--- config.mk ---
export PLATFORM = sky130hd
export DESIGN_NAME = analog_output_diag_record
export DESIGN_NICKNAME = d
export VERILOG_FILES = /design/src/rtl/diag_record_pkg.sv /design/src/rtl/us_ticker.sv /design/src/rtl/analog_output_diag_record.sv
export SDC_FILE = /design/constraint.sdc
export NUM_CORES = 1
export LEC_CHECK = 0
export ABC_AREA = 1
export BUFFER_PORTS_ARGS = -buffer_cell sky130_fd_sc_hd__buf_2
export CELL_PAD_IN_SITES_DETAIL_PLACEMENT = 1
export CELL_PAD_IN_SITES_GLOBAL_PLACEMENT = 1
export CORE_MARGIN = 2
export CORE_UTILIZATION = 43
export CTS_CLUSTER_SIZE = 25
export DETAILED_ROUTE_END_ITERATION = 7
export PLACE_DENSITY_LB_ADDON = 0.08
export REMOVE_ABC_BUFFERS = 1
export SYNTH_ARGS = -nofsm -noshare
export SYNTH_HDL_FRONTEND = slang
export SYNTH_SLANG_ARGS = --single-unit
--- constraint.sdc ---
create_clock -name clk -period 1.53 [get_ports clk]
set_input_delay 0.2295 -clock clk [delete_from_list [all_inputs] [get_ports clk]]
set_output_delay 0.2295 -clock clk [all_outputs]
set_load 0.005 [all_outputs]
--- src/rtl/diag_record_pkg.sv ---
package diag_record_pkg;

  // ---------------------------------------------------------------------------
  // Clock and timing
  // ---------------------------------------------------------------------------
  localparam int CLK_PERIOD_NS = 50;
  localparam int TICK_PERIOD_NS = 1000;
  localparam int TICK_CYCLES = TICK_PERIOD_NS / CLK_PERIOD_NS;
  localparam int PRESCALE_W = 5;
  localparam int TICKER_W = 32;

  // ---------------------------------------------------------------------------
  // Channels and record sets
  // ---------------------------------------------------------------------------
  localparam int NUM_CHANNELS = 4;
  localparam logic [7:0] RECORD_SET_SHORT = 8'h00;
  localparam logic [7:0] RECORD_SET_FULL = 8'h01;
  localparam logic [4:0] SHORT_RECORD_LEN = 5'h04;
  localparam logic [4:0] FULL_RECORD_LEN = 5'h14;

  // ---------------------------------------------------------------------------
  // Byte positions within the record
  // ---------------------------------------------------------------------------
  localparam logic [4:0] IDX_GENERAL_DIAG = 5'h00;
  localparam logic [4:0] IDX_MODULE_INFO = 5'h01;
  localparam logic [4:0] IDX_RESERVED_C = 5'h02;
  localparam logic [4:0] IDX_INTERNAL_DIAG = 5'h03;
  localparam logic [4:0] IDX_CHANNEL_TYPE = 5'h04;
  localparam logic [4:0] IDX_DIAG_BITS = 5'h05;
  localparam logic [4:0] IDX_CHANNEL_COUNT = 5'h06;
  localparam logic [4:0] IDX_GROUP_ERRORS = 5'h07;
  localparam logic [4:0] IDX_CHANNEL_ERROR_0 = 5'h08;
  localparam logic [4:0] IDX_TIMESTAMP_0 = 5'h10;
  localparam logic [4:0] IDX_TIMESTAMP_1 = 5'h11;
  localparam logic [4:0] IDX_TIMESTAMP_2 = 5'h12;
  localparam logic [4:0] IDX_TIMESTAMP_3 = 5'h13;

  // ---------------------------------------------------------------------------
  // Constant field values
  // ---------------------------------------------------------------------------
  localparam logic [3:0] MODULE_CLASS_ANALOG = 4'h5;
  localparam logic [6:0] CHANNEL_TYPE_AO = 7'h73;
  localparam logic [7:0] DIAG_BITS_PER_CHANNEL = 8'h08;
  localparam logic [7:0] CHANNEL_COUNT = 8'h04;
  localparam logic [7:0] BYTE_ZERO = 8'h00;

  // ---------------------------------------------------------------------------
  // Bit positions
  // ---------------------------------------------------------------------------
  localparam int MODINFO_CHAN_INFO_BIT = 4;
  localparam int INTDIAG_OVERFLOW_BIT = 3;
  localparam int INTDIAG_COMM_BIT = 4;
  localparam int CHANNEL_CONFIG_BIT = 0;
  localparam int CHANNEL_SHORT_BIT = 3;
  localparam int GEN_ANY_ERROR_BIT = 0;
  localparam int GEN_INTERNAL_BIT = 1;
  localparam int GEN_EXTERNAL_BIT = 2;
  localparam int GEN_CHANNEL_BIT = 3;
  localparam int GEN_PARAM_BIT = 7;

  // ---------------------------------------------------------------------------
  // Carriers
  // ---------------------------------------------------------------------------
  typedef struct packed {
    logic write;
    logic [7:0] record_set;
    logic [4:0] index;
  } record_req_s;

  typedef struct packed {
    logic refused;
    logic [7:0] data;
  } record_resp_s;

endpackage : diag_record_pkg

--- src/rtl/us_ticker.sv ---
`timescale 1ns/100ps
module us_ticker (
  input wire logic clk,
  input wire logic reset,
  output logic [diag_record_pkg::TICKER_W-1:0] count
);

  logic [diag_record_pkg::PRESCALE_W-1:0] prescale;
  logic tick;

  assign tick = (prescale ==
    diag_record_pkg::PRESCALE_W'(diag_record_pkg::TICK_CYCLES - 1));

  // ---------------------------------------------------------------------------
  // Microsecond prescaler
  // ---------------------------------------------------------------------------
  always_ff @(posedge clk) begin
    if (reset || tick) begin
      prescale <= '0;
    end else begin
      prescale <= prescale + 1'b1;
    end
  end

  // ---------------------------------------------------------------------------
  // Free-running count
  // ---------------------------------------------------------------------------
  // start from zero
  always_ff @(posedge clk) begin
    if (reset) begin
      count <= '0;
    end else if (tick) begin
      count <= count + 1'b1;
    end
  end

endmodule : us_ticker

--- src/rtl/analog_output_diag_record.sv ---
`timescale 1ns/100ps
module analog_output_diag_record (
  input wire logic clk,
  input wire logic reset,
  input wire logic [diag_record_pkg::NUM_CHANNELS-1:0] config_error,
  input wire logic [diag_record_pkg::NUM_CHANNELS-1:0] short_to_ground,
  input wire logic buffer_overflow,
  input wire logic comm_error,
  input wire logic req_valid,
  input wire diag_record_pkg::record_req_s req,
  output logic resp_valid,
  output diag_record_pkg::record_resp_s resp,
  output logic [diag_record_pkg::NUM_CHANNELS-1:0] channel_led,
  output logic group_led
);

  localparam int N = diag_record_pkg::NUM_CHANNELS;

  logic [N-1:0] cfg_meta;
  logic [N-1:0] cfg_sync;
  logic [N-1:0] short_meta;
  logic [N-1:0] short_sync;
  logic overflow_flag;
  logic comm_flag;
  logic [7:0] channel_error [N];
  logic [N-1:0] channel_any;
  logic [7:0] module_info;
  logic [7:0] internal_diag;
  logic [7:0] channel_type;
  logic [7:0] group_errors;
  logic [7:0] general_diag;
  logic [2*N+1:0] error_vector;
  logic [2*N+1:0] error_prev;
  logic new_event;
  logic [diag_record_pkg::TICKER_W-1:0] ticker;
  logic [diag_record_pkg::TICKER_W-1:0] diag_timestamp;
  logic set_ok;
  logic index_ok;
  logic accept_read;
  logic clear_internal;
  logic [7:0] next_data;

  // ---------------------------------------------------------------------------
  // Pin synchronisers
  // ---------------------------------------------------------------------------
  always_ff @(posedge clk) begin
    if (reset) begin
      cfg_meta <= '0;
      cfg_sync <= '0;
      short_meta <= '0;
      short_sync <= '0;
    end else begin
      cfg_meta <= config_error;
      cfg_sync <= cfg_meta;
      short_meta <= short_to_ground;
      short_sync <= short_meta;
    end
  end

  // ---------------------------------------------------------------------------
  // Microsecond ticker
  // ---------------------------------------------------------------------------
  us_ticker ticker_unit (
    .clk(clk),
    .reset(reset),
    .count(ticker)
  );

  // ---------------------------------------------------------------------------
  // Per-channel error bytes
  // ---------------------------------------------------------------------------
  genvar ch;
  generate
    for (ch = 0; ch < N; ch++) begin : g_channel
      always_comb begin
        channel_error[ch] = diag_record_pkg::BYTE_ZERO;
        channel_error[ch][diag_record_pkg::CHANNEL_CONFIG_BIT] = cfg_sync[ch];
        channel_error[ch][diag_record_pkg::CHANNEL_SHORT_BIT] = short_sync[ch];
      end
      assign channel_any[ch] = cfg_sync[ch] | short_sync[ch];
    end
  endgenerate

  // ---------------------------------------------------------------------------
  // Internal diagnostic flags
  // ---------------------------------------------------------------------------
  // The flags are sticky and clear when the internal byte is read; a new event
  // in the clearing cycle keeps its flag set.
  // overflow flag set
  always_ff @(posedge clk) begin
    if (reset) begin
      overflow_flag <= 1'b0;
    end else if (buffer_overflow) begin
      overflow_flag <= 1'b1;
    end else if (clear_internal) begin
      overflow_flag <= 1'b0;
    end
  end

  always_ff @(posedge clk) begin
    if (reset) begin
      comm_flag <= 1'b0;
    end else if (comm_error) begin
      comm_flag <= 1'b1;
    end else if (clear_internal) begin
      comm_flag <= 1'b0;
    end
  end

  // ---------------------------------------------------------------------------
  // Record bytes
  // ---------------------------------------------------------------------------
  always_comb begin
    module_info = diag_record_pkg::BYTE_ZERO;
    module_info[3:0] = diag_record_pkg::MODULE_CLASS_ANALOG;
    module_info[diag_record_pkg::MODINFO_CHAN_INFO_BIT] = 1'b1;
  end

  always_comb begin
    internal_diag = diag_record_pkg::BYTE_ZERO;
    internal_diag[diag_record_pkg::INTDIAG_OVERFLOW_BIT] = overflow_flag;
    internal_diag[diag_record_pkg::INTDIAG_COMM_BIT] = comm_flag;
  end

  always_comb begin
    channel_type = diag_record_pkg::BYTE_ZERO;
    channel_type[6:0] = diag_record_pkg::CHANNEL_TYPE_AO;
  end

  always_comb begin
    group_errors = diag_record_pkg::BYTE_ZERO;
    group_errors[N-1:0] = channel_any;
  end

  always_comb begin
    general_diag = diag_record_pkg::BYTE_ZERO;
    general_diag[diag_record_pkg::GEN_INTERNAL_BIT] = overflow_flag | comm_flag;
    general_diag[diag_record_pkg::GEN_EXTERNAL_BIT] = |short_sync;
    general_diag[diag_record_pkg::GEN_CHANNEL_BIT] = |channel_any;
    general_diag[diag_record_pkg::GEN_PARAM_BIT] = |cfg_sync;
    general_diag[diag_record_pkg::GEN_ANY_ERROR_BIT] =
      overflow_flag | comm_flag | (|channel_any);
  end

  // ---------------------------------------------------------------------------
  // Event timestamp
  // ---------------------------------------------------------------------------
  assign error_vector = {buffer_overflow, comm_error, short_sync, cfg_sync};
  assign new_event = |(error_vector & ~error_prev);

  always_ff @(posedge clk) begin
    if (reset) begin
      error_prev <= '0;
    end else begin
      error_prev <= error_vector;
    end
  end

  always_ff @(posedge clk) begin
    if (reset) begin
      diag_timestamp <= '0;
    end else if (new_event) begin
      diag_timestamp <= ticker;
    end
  end

  // ---------------------------------------------------------------------------
  // Indicators
  // ---------------------------------------------------------------------------
  // channel indicator drive
  always_ff @(posedge clk) begin
    if (reset) begin
      channel_led <= '0;
      group_led <= 1'b0;
    end else begin
      channel_led <= channel_any;
      group_led <= general_diag[diag_record_pkg::GEN_ANY_ERROR_BIT];
    end
  end

  // ---------------------------------------------------------------------------
  // Record read port
  // ---------------------------------------------------------------------------
  // short and full records
  assign set_ok = (req.record_set == diag_record_pkg::RECORD_SET_FULL) ||
                  (req.record_set == diag_record_pkg::RECORD_SET_SHORT);
  assign index_ok = (req.record_set == diag_record_pkg::RECORD_SET_FULL) ?
                    (req.index < diag_record_pkg::FULL_RECORD_LEN) :
                    (req.index < diag_record_pkg::SHORT_RECORD_LEN);
  assign accept_read = req_valid && !req.write && set_ok && index_ok;
  assign clear_internal = accept_read && (req.index == diag_record_pkg::IDX_INTERNAL_DIAG);

  always_comb begin
    next_data = diag_record_pkg::BYTE_ZERO;
    if (accept_read) begin
      unique case (req.index)
        diag_record_pkg::IDX_GENERAL_DIAG: begin
          next_data = general_diag;
        end
        diag_record_pkg::IDX_MODULE_INFO: begin
          next_data = module_info;
        end
        diag_record_pkg::IDX_INTERNAL_DIAG: begin
          next_data = internal_diag;
        end
        diag_record_pkg::IDX_CHANNEL_TYPE: begin
          next_data = channel_type;
        end
        diag_record_pkg::IDX_DIAG_BITS: begin
          next_data = diag_record_pkg::DIAG_BITS_PER_CHANNEL;
        end
        diag_record_pkg::IDX_CHANNEL_COUNT: begin
          next_data = diag_record_pkg::CHANNEL_COUNT;
        end
        diag_record_pkg::IDX_GROUP_ERRORS: begin
          next_data = group_errors;
        end
        diag_record_pkg::IDX_TIMESTAMP_0: begin
          next_data = diag_timestamp[7:0];
        end
        diag_record_pkg::IDX_TIMESTAMP_1: begin
          next_data = diag_timestamp[15:8];
        end
        diag_record_pkg::IDX_TIMESTAMP_2: begin
          next_data = diag_timestamp[23:16];
        end
        diag_record_pkg::IDX_TIMESTAMP_3: begin
          next_data = diag_timestamp[31:24];
        end
        default: begin
          if (req.index >= diag_record_pkg::IDX_CHANNEL_ERROR_0 &&
              req.index < diag_record_pkg::IDX_CHANNEL_ERROR_0 + 5'(N)) begin
            next_data = channel_error[req.index[1:0]];
          end
        end
      endcase
    end
  end

  always_ff @(posedge clk) begin
    if (reset) begin
      resp_valid <= 1'b0;
      resp.data <= diag_record_pkg::BYTE_ZERO;
      resp.refused <= 1'b0;
    end else begin
      resp_valid <= req_valid;
      resp.data <= next_data;
      resp.refused <= req_valid && !accept_read;
    end
  end

endmodule : analog_output_diag_record

== After elaboration in Yosys (flattened, before gate mapping) ==
Index checks and enable logic that the tools add are counted.
W data, S select, Z words.
Storage, ports and cells
  output and inout bits: 15
  input bits: 27
  bits in registers: 112
  word-level logic and storage cells: 72
Cells by class
  reduce and logical (&&, ||, !) cells: 19
  muxes and demuxes: 9
  bitwise logic cells: 10
  $add $sub $neg: 2
  equal/unequal tests: 12
  order comparisons: 5
Operators with widths (number)
  $pmux W8 S11: 1
  $add A32 B1 Y32 const B: 1
  $eq A5 B5 Y1 const B: 5
  $mux W8: 3
  $eq A5 B3 Y1 const B: 4
  $bmux W8 S2: 1
  $reduce_or A4 Y1: 3
  $and A10 B10 Y10: 1
  $not A10 Y10: 1
  $reduce_or A10 Y1: 1
  $eq A8 B1 Y1 const B: 1
  $logic_not A8 Y1: 1
  $logic_and A1 B1 Y1: 6
  $or A1 B1 Y1: 6
  $add A5 B1 Y5 const B: 1
  $eq A5 B1 Y1 const B: 1
  $eq A5 B2 Y1 const B: 1
  $ge A5 B4 Y1 const B: 1
  $logic_not A5 Y1: 1
  $lt A5 B3 Y1 const B: 1
  $lt A5 B4 Y1 const B: 1
  $lt A5 B5 Y1 const B: 1
  $mux W1: 4
  $reduce_bool A2 Y1: 2
  other kinds (6): 8

== Longest topological paths before layout ==
  word-level depth: 7
  gate-level depth with buffers: 10
  depth with buffers taken out: 10

== Cells and area by module ==
From an unflattened synthesis, not the netlist that was laid out.
Unflattened totals
  cells, all modules: 743
  area, all modules: 5132.4 µm²
By module, submodules not included
  analog_output_diag_record: cells each 443, times used 1, area each 3138.0 µm²
  us_ticker: cells each 300, times used 1, area each 1994.4 µm²

== Worst setup path before layout ==
No wires, ideal clock.
  kind: register -> register
  start point: reg ticker_unit.prescale[0] (netlist bit)
  end point: reg ticker_unit.count[19] (netlist bit)
  cell stages (with the launch flop): 9
  buffers on the path: 0
  setup time: 113 ps
  setup slack: 134 ps
  data arrival time: 1284 ps
  cell sequence: dfxtp_1 ha_1 nand2_2 nor2_8 nand3_2 nor2_4 nand2_1 nor2_1 nor2_1
On the way
  longest elaborated chain between the ends: 1
RTL lines
  from (decl): line us_ticker.sv:8  | logic [diag_record_pkg::PRESCALE_W-1:0] prescale;
  from (signal assigned): line us_ticker.sv:21  | prescale <= prescale + 1'b1;
  $eq A5 B5 Y1: line us_ticker.sv:11  | assign tick = (prescale ==
  to (signal assigned): line us_ticker.sv:33  | count <= count + 1'b1;
  to (decl): line us_ticker.sv:5  | output logic [diag_record_pkg::TICKER_W-1:0] count
Every way passes these cells.
A chain may end at the register's enable or synchronous reset.

== Final worst setup path ==
  start point: reg short_sync[3]
  end point: reg diag_timestamp[6] (netlist bit)
On the way
  longest elaborated chain between the ends: 2
RTL lines
  from (decl): line analog_output_diag_record.sv:22  | logic [N-1:0] short_sync;
  from (signal assigned): line analog_output_diag_record.sv:56  | short_sync <= short_meta;
  $and A10 B10 Y10: line analog_output_diag_record.sv:149  | assign new_event = |(error_vector & ~error_prev);
  $reduce_or A10 Y1: line analog_output_diag_record.sv:149
  to (signal assigned): line analog_output_diag_record.sv:163  | diag_timestamp <= ticker;
  to (decl): line analog_output_diag_record.sv:36  | logic [diag_record_pkg::TICKER_W-1:0] diag_timestamp;
Every way passes these cells.

==> run metrics <==
num rows=40; CTS Sinks=between 100 and 150; clock buffer depth=2; pre-CTS setup slack=-0.09471 ns; WP data required=approximately 1.8 ns; fin crit share=0.9638; Synth area leaders=dfxtp_1 (42%), nand2_1 (12%), nor2_1 (11%); initial antenna violation count=0; most frequent cell after synthesis=nand2_1; wire length of the first global-routing pass=~26000 um; post-synthesis instance area=~5400 um2; number of H-tree levels=3; crit path time final=around 1.5 ns; Syn. warnings=0; simple-gate share of the synthesized area=0.3642; WL per Instance=around 15 um; synth unique cells=36; largest family of logic cells by synthesized area=simple AND/OR/NAND/NOR gates; DP Area=a little under 6000 um2; IO Port Bufs=41; Die Wd=115.7 um; Antenna diodes=0; TritonCTS buffer count=9; Die ar.=about 13000 um2; Synth top cells by count=nand2_1 (173), nor2_1 (164), inv_1 (120); CTS tree=done; max-slew violations=0; via count=around 5300; Critical Path Fanout Max=20; final worst setup slack=approximately 0.055 ns; grt ovf=0; DRT Pass-1 Iters=5; Min-Delay Path Class=in2reg; clock skew=roughly 0.0063 ns; Routed WL=~16000 um; Synth Area in Compound Gates=0.08627; Die H=115.7 um; Crit Path Category=reg2reg; Root Driver=clkbuf_16; Synth Area in Adders=0.004663; vias per cell=5.010; clk slew on worst S/H paths=about 0.08 ns; # DRC=0; Yosys top cell area share=0.4178; Worst Tran Pin Value=0.4810 ns; outcome=completed; asr flop ratio synth=0; IO Count=42; cell taking the most area after synthesis=dfxtp_1; Starting Density=0.4431; Leak=around 2.9 nW; Post-Synth XOR/XNOR Area=0.004896; routability congestion estimate=0.9181; Rel. slew slack=0.6773; register bit total from synthesis=around 110; VDD IR-drop max=roughly 0.44 mV; Pwr Density=about 940 nW/um2; endpoints failing setup=0; fin area=around 6500 um2; gr usage total=0.2435; main flop type after synthesis=dfxtp_1; Worst-Skew Late Latency=approximately 0.35 ns; crit end category=flip-flop; DPL Wire Length=about 12000 um; multiplexer area fraction after synthesis=0; DRT iter0 DRCs=about 230; Gate Count Post-Synth=797; Core Box Area=between 10000 and 15000 um2; max-cap violations=0; Area growth, synth to finish=21.50%; arrival time at the worst endpoint=approximately 1.7 ns; share of cells above drive strength 1=0.1991; sequential element share of the synthesized area=0.4178; RSZ-0062 raised after global routing=true; syn avg cell area=around 6.7 um2; Hold Violations, Final=0; Fmax=between 0.6 and 0.7 GHz; largest net degree at the start of global routing=between 60 and 70; Layout fillers=approximately 1600; Post-synth EDFFs=0; Routed Antenna Nets=0; nets=roughly 910; CP Launch Type=flip-flop; number of global-route vias before repair=around 5500
-- cell families (layout without fill, tap and decap cells) --
| logic type | count (synthesis) | in the layout |
|---|---|---|
| xor gates and xnor gates | 3 | 3 |
| adders and majority gates | 2 | 2 |
| buffers and inverters | 150 | 237 |
| AOI/OAI and AO/OA | 84 | 84 |
| DFF | 112 | 112 |
| and+or+nand+nor | 446 | 446 |
-- final timing paths --
kind	from	to	slack, ns	cells past startpoint
worst max register to register	short_sync[3]$_SDFF_PP0_	diag_timestamp[6]$_SDFFE_PP0P_	0.06	8
worst min-delay path	short_to_ground[0]	short_meta[0]$_SDFF_PP0_	0.07	3
worst max-delay path	short_sync[3]$_SDFF_PP0_	diag_timestamp[6]$_SDFFE_PP0P_	0.06	8
worst min register to register	cfg_meta[0]$_SDFF_PP0_	cfg_sync[0]$_SDFF_PP0_	0.41	2
-- sequential cells by signal (all words and copies together) (netlist names), 4 cells and up --
signal,flops
cfg_meta,4
cfg_sync,4
channel_led,4
diag_timestamp,32
error_prev,10
resp,9
short_meta,4
short_sync,4
ticker_unit.count,32
ticker_unit.prescale,5
-- cell type report --
type,count,area (um2),share of cell area
multi-input combinational,535,2605,0.3995
sequential,112,2255,0.3458
timing repair buffer,94,693.2,0.1063
inverter,127,476.7,0.07311
clock buffer,10,229.0,0.03512
tap,168,210.2,0.03224
clock inverter,6,51.30,0.007868
-- placed cells by master, fill, tap and decap left out, types with 10 or more instances in the layout --
master | synthesis | routed
nand2_1 | 173 | 168
clkbuf_16 | 0 | 12
nor2_1 | 164 | 158
nand4_1 | 16 | 16
o21ai_0 | 13 | 13
nand3_1 | 60 | 54
dfxtp_1 | 112 | 102
dfxtp_2 | 0 | 10
buf_4 | 0 | 47
inv_1 | 120 | 119
buf_2 | 2 | 41
a21oi_1 | 49 | 42
-- power by group --
part	switching (mW)	total [mW]	internal (mW)
Sequential	0.0476	3.05	3.00
Combinational	0.436	0.736	0.300
Clock	1.19	2.33	1.14
-- repair_timing --
action | CTS | global route
endpoints found under the setup margin | 14 | 52
buffers inserted | 2 | 6
cloned | 0 | 3
hold buffers | 0 | 0
resized for setup | 7 | 37
pin swaps | 5 | 18
-- layer usage --
layer / share of wire / wire length, um / up-vias / GRT usage
met5: 0 / 0 / - / 0
met4: 0.029 / 461 / 0 / 0.1095
met3: 0.036 / 575 / 31 / 0.03033
met2: 0.50 / 8114 / 110 / 0.4335
met1: 0.43 / 6962 / 2499 / 0.2940
li1: - / - / 2630 / -
-- critical path, cell delays in order, from the launching register on --
cell	delay, ns
dfxtp_1	0.36
inv_2	0.04
or2_1	0.22
nand2_2	0.09
nor3_4	0.06
buf_4	0.16
clkbuf_16	0.18
a21oi_1	0.19
nor2_1	0.06
-- metrics by stage --
| step | power, mW | utilization | hold WS (ns) | instances | TNS (ns) |
|---|---|---|---|---|---|
| after floorplan | 3.474 | - | 0.2986 | 774 | -17.93 |
| after global placement | 3.725 | 0.4917 | 0.3952 | 1025 | -0.01557 |
| after detailed placement | 3.751 | 0.4917 | 0.3974 | 1025 | -0.3756 |
| after CTS | 6.061 | 0.5189 | 0.05922 | 1043 | 0 |
| after global routing | 6.371 | 0.5383 | 0.06709 | 1052 | -0.8268 |
| final | 6.116 | 0.5383 | 0.07388 | 1052 | 0 |
Power figures use the tool's default switching activity.
